[config.mk]
export PLATFORM = sky130hd
export DESIGN_NAME = lpbi_core
export DESIGN_NICKNAME = d
export VERILOG_FILES = /design/src/lpbi_pkg.sv /design/src/lpbi_core.sv /design/src/lpbi_slot_counter.sv
export SDC_FILE = /design/constraint.sdc
export NUM_CORES = 1
export LEC_CHECK = 0
export BUFFER_PORTS_ARGS = -buffer_cell sky130_fd_sc_hd__buf_2
export CAP_MARGIN = 40
export CORE_UTILIZATION = 55
export CTS_CLUSTER_DIAMETER = 30
export DETAILED_ROUTE_END_ITERATION = 10
export HOLD_SLACK_MARGIN = 0.03
export PLACE_DENSITY_LB_ADDON = 0.08
export SKIP_LAST_GASP = 1
export SYNTH_ARGS = -nofsm -noshare
export SYNTH_HDL_FRONTEND = slang
export SYNTH_SLANG_ARGS = --single-unit
[constraint.sdc]
create_clock -name mclk -period 2.9 [get_ports mclk]
set_input_delay 0.29 -clock mclk [delete_from_list [all_inputs] [get_ports mclk]]
set_output_delay 0.29 -clock mclk [all_outputs]
set_load 0.03 [all_outputs]
[src/lpbi_pkg.sv]
// Package with register map, field positions, timing constants and carrier types
package lpbi_pkg;

	// ----------------------------------------------------------------
	// Register addresses
	// ----------------------------------------------------------------
	localparam logic [7:0] ADDR_PHASE0   = 8'h01;  // Phase-zero level register
	localparam logic [7:0] ADDR_PHASE1   = 8'h09;  // Phase-one level register
	localparam logic [7:0] ADDR_MASTER   = 8'h0E;  // Master and ninth-output intensity
	localparam logic [7:0] ADDR_CONFIG   = 8'h0F;  // Configuration register
	localparam logic [7:0] ADDR_INT_BASE = 8'h10;  // First individual intensity register
	localparam logic [7:0] ADDR_INT_LAST = 8'h13;  // Last individual intensity register

	// ----------------------------------------------------------------
	// Configuration register fields
	// ----------------------------------------------------------------
	localparam int CFG_BLINK_EN   = 0;  // Blink enable flag
	localparam int CFG_BLINK_FLIP = 1;  // Blink flip flag
	localparam int CFG_GLOBAL     = 2;  // Global intensity flag
	localparam int CFG_NINTH_P0   = 4;  // Ninth output level in phase zero
	localparam int CFG_NINTH_P1   = 5;  // Ninth output level in phase one
	localparam int CFG_PIN_STAT   = 6;  // Blink pin status, read only

	// ----------------------------------------------------------------
	// Reset values
	// ----------------------------------------------------------------
	localparam logic [7:0] RST_PHASE  = 8'hFF;  // Outputs released after reset
	localparam logic [7:0] RST_CONFIG = 8'h30;  // Ninth output released in both phases
	localparam logic [7:0] RST_MASTER = 8'h00;  // PWM off after reset
	localparam logic [7:0] RST_INT    = 8'h00;  // Individual intensity reset value
	localparam logic [7:0] RD_ZERO    = 8'h00;  // Answer to an unmapped read

	// ----------------------------------------------------------------
	// PWM period shape
	// ----------------------------------------------------------------
	localparam logic [3:0] SLOT_LAST  = 4'hE;  // Fifteen timeslots, 0..14
	localparam logic [3:0] CYCLE_LAST = 4'hF;  // Sixteen cycles per timeslot
	localparam logic [3:0] FULL_ON    = 4'hF;  // Intensity 16/16, static output
	localparam logic [3:0] PWM_OFF    = 4'h0;  // Master slot nibble that disables PWM
	localparam int         NUM_OUT    = 9;     // Number of outputs
	localparam int         NUM_INT    = 4;     // Individual intensity registers

	// ----------------------------------------------------------------
	// Oscillator timing
	// ----------------------------------------------------------------
	localparam int OSC_HZ      = 32000;                // Nominal PWM oscillator
	localparam int CLK_PER_NS  = 20;                   // System clock period
	localparam int OSC_PER_NS  = 1000000000 / OSC_HZ;  // Oscillator period in ns
	localparam int TICK_CYCLES = OSC_PER_NS / CLK_PER_NS;  // Clocks per step

	// ----------------------------------------------------------------
	// Carrier types
	// ----------------------------------------------------------------
	// Register access request
	typedef struct packed {
		logic       wr;    // Write strobe
		logic       rd;    // Read strobe
		logic [7:0] addr;  // Register address
		logic [7:0] data;  // Write data
	} lpbi_req_t;

	// Complete state of the main block
	typedef struct packed {
		logic [7:0]         phase0;   // Phase-zero levels
		logic [7:0]         phase1;   // Phase-one levels
		logic [7:0]         cfg;      // Configuration bits
		logic [7:0]         master;   // Master slots and ninth intensity
		logic [31:0]        inten;    // Four packed intensity registers
		logic               pinS1;    // Blink pin, first stage
		logic               pinS2;    // Blink pin, second stage
		logic [7:0]         rdData;   // Read answer
		logic               rdValid;  // Read answer marker
		logic [NUM_OUT-1:0] drv;      // Pin drive values, always low
		logic [NUM_OUT-1:0] oe;       // Pin sink enables
	} lpbi_state_t;

	// State of the timeslot counter
	typedef struct packed {
		logic [15:0] div;    // Oscillator divider
		logic        tick;   // Oscillator step marker
		logic [3:0]  slot;   // Timeslot index
		logic [3:0]  cycle;  // Cycle index within the timeslot
	} lpbi_cnt_t;

endpackage

[src/lpbi_core.sv]
// Nine-output PWM intensity and blink-phase level logic with register port
//
// Summary of operation
// - Phase-zero register sets outputs seven..zero levels
// - Phase-one register sets levels in phase one
// - Master below 0x10 makes all outputs static
// - Oscillator stops when PWM disabled everywhere
// - Period is 15 timeslots of 16 steps
// - Master gates 1 to 15 timeslots
// - Four-bit intensity gives 1/16..16/16 duty in-slot
// - Setting 16/16 gives static blink-phase level
// - Blink off: phase-zero bit gives on-time level
// - Phase bit picks duty range polarity
// - Blink on: phase selects level register
// - Ninth intensity doubles as global setting
// - Global applies to all; mixing needs individual
// - Global mode ignores per-output intensity registers
// - Global flag: master low nibble sets intensity
// - Blink phase is flip XOR blink pin
// - Ninth output levels from configuration bits
`timescale 1ns/1ps
module lpbi_core #(
	parameter int TICKS = lpbi_pkg::TICK_CYCLES  // Clocks per oscillator step
) (
	// Clock and reset
	input  wire logic                            mclk,
	input  wire logic                            rst,
	// Register port
	input  wire lpbi_pkg::lpbi_req_t             req,
	output logic [7:0]                           rdData,
	output logic                                 rdValid,
	// Blink pin
	input  wire logic                            blinkPin,
	// Open-drain outputs
	output logic [lpbi_pkg::NUM_OUT-1:0]         outDrv,
	output logic [lpbi_pkg::NUM_OUT-1:0]         outOe
);

	// ----------------------------------------------------------------
	// State and helpers
	// ----------------------------------------------------------------
	lpbi_pkg::lpbi_state_t st;      // Registered state
	lpbi_pkg::lpbi_state_t stNext;  // Next state

	logic                         tick;       // Oscillator step
	logic [3:0]                   slotIdx;    // Current timeslot
	logic [3:0]                   cycleIdx;   // Current cycle in slot
	logic                         pwmOn;      // PWM enabled at all
	logic                         globalOn;   // Global intensity mode
	logic                         phaseOne;   // Blink phase one active
	logic [3:0]                   masterSlots;  // Gated timeslot count
	logic [3:0]                   masterLow;  // Ninth or global intensity
	logic [lpbi_pkg::NUM_OUT-1:0] level;      // Next output levels

	assign masterSlots = st.master[7:4];
	assign masterLow   = st.master[3:0];
	assign pwmOn       = (masterSlots != lpbi_pkg::PWM_OFF);
	assign globalOn    = st.cfg[lpbi_pkg::CFG_GLOBAL];
	// Phase zero unless blinking; then flip flag XOR synchronised pin
	assign phaseOne    = st.cfg[lpbi_pkg::CFG_BLINK_EN] &
	                     (st.cfg[lpbi_pkg::CFG_BLINK_FLIP] ^ st.pinS2);

	// ----------------------------------------------------------------
	// Oscillator and timeslot counter
	// ----------------------------------------------------------------
	lpbi_slot_counter #(
		.TICKS    (TICKS)
	) uCounter (
		.mclk     (mclk),
		.rst      (rst),
		.run      (pwmOn),
		.tick     (tick),
		.slotIdx  (slotIdx),
		.cycleIdx (cycleIdx)
	);

	// ----------------------------------------------------------------
	// Per-output level
	// ----------------------------------------------------------------
	genvar k;
	generate
		for (k = 0; k < lpbi_pkg::NUM_OUT; k++) begin : gOut
			logic [3:0] inten;  // Effective intensity
			logic       ph;     // Blink-phase level
			logic       onTime; // Inside PWM on-time
			if (k < lpbi_pkg::NUM_OUT - 1) begin : gPort
				// Global mode uses only the master register
				assign inten = globalOn ? masterLow :
				               st.inten[k*4 +: 4];
				assign ph = phaseOne ? st.phase1[k] : st.phase0[k];
			end else begin : gNinth
				// Ninth intensity is the master low nibble in both modes
				assign inten = masterLow;
				assign ph = phaseOne ? st.cfg[lpbi_pkg::CFG_NINTH_P1] :
				            st.cfg[lpbi_pkg::CFG_NINTH_P0];
			end
			// On while in a gated slot and within (inten+1)/16 of it
			assign onTime = (slotIdx < masterSlots) && (cycleIdx <= inten);
			// Static level when PWM off or 16/16; otherwise inverted off-time
			assign level[k] = (!pwmOn || inten == lpbi_pkg::FULL_ON) ? ph :
			                  (onTime ? ph : ~ph);
		end
	endgenerate

	// ----------------------------------------------------------------
	// Next-state logic: register port, synchroniser, outputs
	// ----------------------------------------------------------------
	always_comb begin
		stNext         = st;
		stNext.pinS1   = blinkPin;
		stNext.pinS2   = st.pinS1;
		stNext.rdValid = req.rd;
		stNext.drv     = '0;
		// High level releases the pin; low level sinks it
		stNext.oe      = ~level;
		// Register writes
		if (req.wr) begin
			case (req.addr)
				lpbi_pkg::ADDR_PHASE0: begin
					stNext.phase0 = req.data;
				end
				lpbi_pkg::ADDR_PHASE1: begin
					stNext.phase1 = req.data;
				end
				lpbi_pkg::ADDR_MASTER: begin
					stNext.master = req.data;
				end
				lpbi_pkg::ADDR_CONFIG: begin
					stNext.cfg = req.data;
				end
				default: begin
					if (req.addr >= lpbi_pkg::ADDR_INT_BASE &&
					    req.addr <= lpbi_pkg::ADDR_INT_LAST) begin
						stNext.inten[req.addr[1:0]*8 +: 8] = req.data;
					end
				end
			endcase
		end
		// Register reads; unmapped addresses answer zero
		stNext.rdData = lpbi_pkg::RD_ZERO;
		if (req.rd) begin
			case (req.addr)
				lpbi_pkg::ADDR_PHASE0: begin
					stNext.rdData = st.phase0;
				end
				lpbi_pkg::ADDR_PHASE1: begin
					stNext.rdData = st.phase1;
				end
				lpbi_pkg::ADDR_MASTER: begin
					stNext.rdData = st.master;
				end
				lpbi_pkg::ADDR_CONFIG: begin
					stNext.rdData = {1'b0, st.pinS2, st.cfg[5:4], 1'b0, st.cfg[2:0]};
				end
				default: begin
					if (req.addr >= lpbi_pkg::ADDR_INT_BASE &&
					    req.addr <= lpbi_pkg::ADDR_INT_LAST) begin
						stNext.rdData = st.inten[req.addr[1:0]*8 +: 8];
					end
				end
			endcase
		end
	end

	// State register
	always_ff @(posedge mclk or posedge rst) begin
		if (rst) begin
			st.phase0  <= lpbi_pkg::RST_PHASE;
			st.phase1  <= lpbi_pkg::RST_PHASE;
			st.cfg     <= lpbi_pkg::RST_CONFIG;
			st.master  <= lpbi_pkg::RST_MASTER;
			st.inten   <= {lpbi_pkg::NUM_INT{lpbi_pkg::RST_INT}};
			st.pinS1   <= 1'b0;
			st.pinS2   <= 1'b0;
			st.rdData  <= lpbi_pkg::RD_ZERO;
			st.rdValid <= 1'b0;
			st.drv     <= '0;
			st.oe      <= '0;
		end else begin
			st <= stNext;
		end
	end

	assign rdData  = st.rdData;
	assign rdValid = st.rdValid;
	assign outDrv  = st.drv;
	assign outOe   = st.oe;
endmodule

[src/lpbi_slot_counter.sv]
// Gated oscillator and wrapping timeslot and cycle counter
`timescale 1ns/1ps
module lpbi_slot_counter #(
	parameter int TICKS = lpbi_pkg::TICK_CYCLES  // Clocks per oscillator step
) (
	// Clock and reset
	input  wire logic       mclk,
	input  wire logic       rst,
	// Control
	input  wire logic       run,
	// Counter outputs
	output logic            tick,
	output logic [3:0]      slotIdx,
	output logic [3:0]      cycleIdx
);

	// ----------------------------------------------------------------
	// State
	// ----------------------------------------------------------------
	lpbi_pkg::lpbi_cnt_t cntReg;   // Registered state
	lpbi_pkg::lpbi_cnt_t cntNext;  // Next state

	localparam logic [15:0] DIV_LAST = 16'(TICKS - 1);  // Divider wrap value

	// Oscillator stops while run is low to save power; counters hold
	always_comb begin
		cntNext      = cntReg;
		cntNext.tick = 1'b0;
		if (run) begin
			if (cntReg.div == DIV_LAST) begin
				cntNext.div  = '0;
				cntNext.tick = 1'b1;
				// One step of the 240-step period
				if (cntReg.cycle == lpbi_pkg::CYCLE_LAST) begin
					cntNext.cycle = '0;
					cntNext.slot  = (cntReg.slot == lpbi_pkg::SLOT_LAST) ? 4'h0 :
					                cntReg.slot + 4'h1;
				end else begin
					cntNext.cycle = cntReg.cycle + 4'h1;
				end
			end else begin
				cntNext.div = cntReg.div + 16'h0001;
			end
		end
	end

	// State register
	always_ff @(posedge mclk or posedge rst) begin
		if (rst) begin
			cntReg <= '0;
		end else begin
			cntReg <= cntNext;
		end
	end

	assign tick     = cntReg.tick;
	assign slotIdx  = cntReg.slot;
	assign cycleIdx = cntReg.cycle;

endmodule

## Yosys cells after proc, flatten, opt, wreduce, memory -nomap -nowiden

Index checks and enable logic that the tools add are counted.
W data, S select, Z words.

- Register bits: 106
- Latch bits: 0
- RAM bits: 0
- ROM bits: 0
- Bits of input ports: 21
- Output and inout port bits: 27
- Memories: 0

- Add/subtract/negate cells: 4
- $mul: 0
- Divide/modulo/power cells: 0
- Magnitude comparators: 12
- Eq/ne operators: 16
- Shifts and indexed selects: 3
- Mux-type cells: 42
- Bitwise gates (word level): 13
- Reduce and logical (&&, ||, !) cells: 29

Operators with widths:

| operator | count |
|---|---|
| $eq A4 B4 Y1 const B | 11 |
| $mux W4 | 10 |
| $le A4 B4 Y1 | 9 |
| $neg A5 Y34 | 1 |
| $shift A8 B34 Y32 const A | 1 |
| $shiftx A8 B34 Y32 | 1 |
| $bwmux W32 | 1 |
| $pmux W8 S4 | 1 |
| $shiftx A32 B6 Y8 | 1 |
| $mux W1 | 27 |
| $eq A8 B4 Y1 const B | 3 |
| $add A16 B1 Y16 const B | 1 |
| $eq A16 B11 Y1 const B | 1 |
| $mux W16 | 1 |
| $mux W8 | 2 |
| $logic_and A1 B1 Y1 | 10 |
| $not A1 Y1 | 10 |
| $reduce_and A2 Y1 | 5 |
| $logic_or A1 B1 Y1 | 9 |
| $not A9 Y9 | 1 |
| $add A4 B1 Y4 const B | 2 |
| $eq A8 B1 Y1 const B | 1 |
| $ge A8 B5 Y1 const B | 1 |
| $le A8 B5 Y1 const B | 1 |
| other kinds (7) | 8 |

## Logic depth before layout (Yosys ltp)

- Depth in word-level cells: 7
- Depth in mapped cells: 11
- Depth with buffers taken out: 10

## Modules after synthesis

Synthesis repeated with hierarchy kept, for this count alone.

- Cells, all modules: 650
- Area total of the unflattened synthesis: 6708.9 um2

Modules (own cells, without submodules):

| module | instances | cells an instance | area an instance (um2) | seq. area each (um2) |
|---|---|---|---|---|
| lpbi_core | 1 | 528 | 5368.9 | 2049.5 |
| lpbi_slot_counter | 1 | 122 | 1340.0 | 625.6 |

## Worst setup path before layout

Ideal clock, no wire load.

- Kind: register -> register
- From: reg st (netlist bit globalOn)
- To: reg st (netlist bit outOe[0])
- Library setup time: 0.129 ns
- Data arrival time: 1.764 ns
- Required time: 2.771 ns
- Setup slack: 1.008 ns
- Stages on the path, launching flop included: 10
- Path buffers: 1
- Cells stage by stage: dfrtp_1 inv_2 clkbuf_1 a21oi_1 ha_1 a21oi_1 o21ai_0 a21oi_1 nor3_1 xor2_1

RTL lines:

| what | RTL line | RTL |
|---|---|---|
| from (decl) | lpbi_core.sv:42 | `lpbi_pkg::lpbi_state_t st;` |
| from (signal assigned) | lpbi_core.sv:180 | `st <= stNext;` |

==> metrics.md <==
| Metric | Value |
|---|---|
| Max-slew violation count | 0 |
| Via count | 4,912 |
| Worst-path clk slew | 80 ps |
| RSZ-0062 raised after global routing | false |
| Number of port buffers | 38 |
| Final Cycle Share | 92.8% |
| Fin area | 6840 µm² |
| Post-DRT Antenna Nets | 0 |
| Ant diodes | 0 |
| Crit end category | flop |
| Mapped cell area | 6320 µm² |
| Overall power | 3.31 mW |
| Flop2flop setup slack | 210 ps |
| Final Setup Violations | 0 |
| Crit start category | flop |
| Grt total ovfl | 0 |
| # IOs | 48 |
| CTS Buf Count | 9 |
| Cell area power density | 484 nW/µm² |
| Hpwl dp | 12,000 µm |
| Final nets | 744 |
| Share of cells above drive strength 1 | 20.4% |
| Die Ht | 109 µm |
| Num Clock Sinks | 105 |
| Starting Density | 57.3% |
| Slew @ Worst Pin | 723 ps |
| Min Clock Period, post-route | 2690 ps |
| Antenna violations before repair | 0 |
| Worst R2R Path Depth | 9 |
| Wirelength per Cell | 19.6 µm |
| Max VDD drop | 602 µV |
| Synth-to-layout area growth | 8.20% |
| Ys async rst share | 100% |
| Slew headroom | 51.4% |
| Fin. Hold Viols | 0 |
| Initial DRC count | 416 |
| Rows | 38 |
| Vias in the first global route | 4,713 |
| Max-Cap Viols | 0 |
| First-pass GRT wire length | 25,400 µm |
| Clk root buf | clkbuf_16 |
| CTS max path bufs | 2 |
| Dominant synthesized flop cell | dfrtp_1 |
| Static Leakage | 3.16 nW |
| TNS Setup | 0 ps |
| Cell variety after synth | 54 |
| Mean Syn Cell Area | 9.67 µm² |
| Via density | 5.98 |
| Core area | 11,000 µm² |
| CTS tree | yes |
| Die W | 109 µm |
| Placed insts | 804 |
| Max H-tree Level | 3 |
| Seq cells post-synth | 105 |
| Pin count of the biggest net entering global routing | 47 |
| Worst Path Arrival | 2970 ps |
| Hold crit path type | in -> reg |
| Outcome | finished, final reports clean |
| FMAX | 0.371 GHz |
| Sequential area share after synthesis | 41.9% |
| Critical path class | reg -> reg |
| Post-route non-filler standard cell count | 822 |
| Req. time, crit path | 3180 ps |
| Critical-path maximum fanout | 35 |
| Post-synth EDFFs | 0 |
| Number of remaining DRC errors | 0 |
| GRT Total Usage | 29.2% |
| WL final | 16,100 µm |
| Iteration count of the initial detailed-routing pass | 5 |
| Hold Path Stages | 1 |
| Filler instances | 946 |
| Clk_skew | 10.3 ps |
| Cells after Synth | 653 |
| Dpl cell area | 6530 µm² |
| Clock latency on the worst-skew pair | 360 ps |
| GP Congestion | 0.865 |
| Syn. warnings | 0 |
| Die Footprint | 11,900 µm² |
## worst max-delay path, stage by stage (launching register included)
cell	delay (ps)
dfrtp_1	400
inv_2	230
nor2_1	580
a21oi_1	160
ha_1	340
a21oi_1	70
o21ai_0	140
a21oi_1	80
nor3_1	370
xor2_1	230
## registers in the layout, summed over array words and instances, names as in the netlist
register / flops
st: 54
gOut.inten: 4
outOe: 9
globalOn: 1
uCounter.cntReg: 16
rdData: 8
uCounter.slotIdx: 4
rdValid: 1
uCounter.cycleIdx: 4
masterSlots: 4
## Yosys cell counts, types with 3 or more instances
cell type	instances	area share (%)
nand2_1	102	6.1
dfrtp_1	87	34
o21ai_0	64	5.1
a21oi_1	61	4.8
ha_1	46	9.1
mux2_2	30	5.3
inv_1	29	1.7
buf_4	27	3.2
nor2_1	21	1.2
dfstp_2	18	7.5
xor2_1	17	2.4
nand3_1	16	1.3
clkbuf_1	14	0.83
nand4_1	13	1.3
mux2i_1	11	1.7
nor3_1	10	0.79
nor4_1	9	0.89
mux4_2	8	2.9
and2_1	7	0.69
a222oi_1	6	0.95
xnor2_1	5	0.69
a21o_1	4	0.48
nor4b_1	4	0.55
and3_1	3	0.30
nand2b_1	3	0.30
o31ai_1	3	0.36
## layout by cell type, fill, tap and decap left out, types with 10 or more instances in the layout
master / synthesis / final
ha_1: 46 / 46
inv_1: 29 / 28
nand2_1: 102 / 102
xor2_1: 17 / 17
dfstp_2: 18 / 18
dfrtp_1: 87 / 87
o21ai_0: 64 / 64
nor2_1: 21 / 21
a21oi_1: 61 / 61
buf_2: 2 / 38
nand4_1: 13 / 13
nor3_1: 10 / 10
mux2i_1: 11 / 11
mux2_2: 30 / 30
nand3_1: 16 / 16
## report_power, final
group / internal (mW) / leakage, nW / switching, mW
logic: 0.171 / 1.67 / 0.310
registers: 1.55 / 1.35 / 0.0797
clock network: 0.599 / 0.139 / 0.595
total: 2.32 / 3.16 / 0.985
## routing by layer
metal	part of all wire, %	GRT usage [%]	wire length, µm
met5	0	0	0
met4	1.5	7.43	246
met3	6.8	7.65	1100
met2	46	46.0	7440
met1	45	40.0	7300
## timing repair
| item | in CTS | in global routing |
|---|---|---|
| resized for setup | 0 | 0 |
| hold buffers | 1 | 1 |
| hold endpoints to repair | 7 | 1 |
| setup endpoints to repair | 0 | 0 |
| buffers inserted | 0 | 0 |
## logic make-up (layout without fill, tap and decap cells)
group	count (synthesis)	count (layout)	synth area share (%)
adder cells (fa/ha/maj)	46	46	9.11
multiplexers	50	50	10.2
AND/OR/NAND/NOR	210	210	17.0
XOR/XNOR	22	22	3.05
other	1	9	0.0594
buffers and inverters	74	95	6.04
AO/OA/AOI/OAI	145	145	12.6
flip-flops	105	105	41.9
## final timing paths
path,start,endpoint
worst min-delay path,req[16],rdValid
worst max-delay path,globalOn,outOe[7]
min in group asynchronous,rst,uCounter.cycleIdx[2]
max in group asynchronous,rst,st[83]
worst max register to register,globalOn,outOe[7]
worst min register to register,st[28],st[27]
## area by class of cell
class | instances | area, µm² | area share (%)
clock buffer | 9 | 225 | 3.29
clock inverter | 7 | 62.6 | 0.915
inverter | 30 | 116 | 1.70
multi-input combinational | 482 | 3320 | 48.5
sequential | 105 | 2650 | 38.8
tap | 140 | 175 | 2.56
timing repair buffer | 49 | 290 | 4.25
## through the flow
stage               hold WS (ps)  setup slack [ps]  util, %
floorplan                    321              1010        -
global placement             335               371     59.2
detailed placement           363               271     59.2
CTS                         32.8               240     61.9
global route                 117              33.3     62.0
finish                       120               208     62.0
No activity file was read; power rests on OpenSTA's default activity.
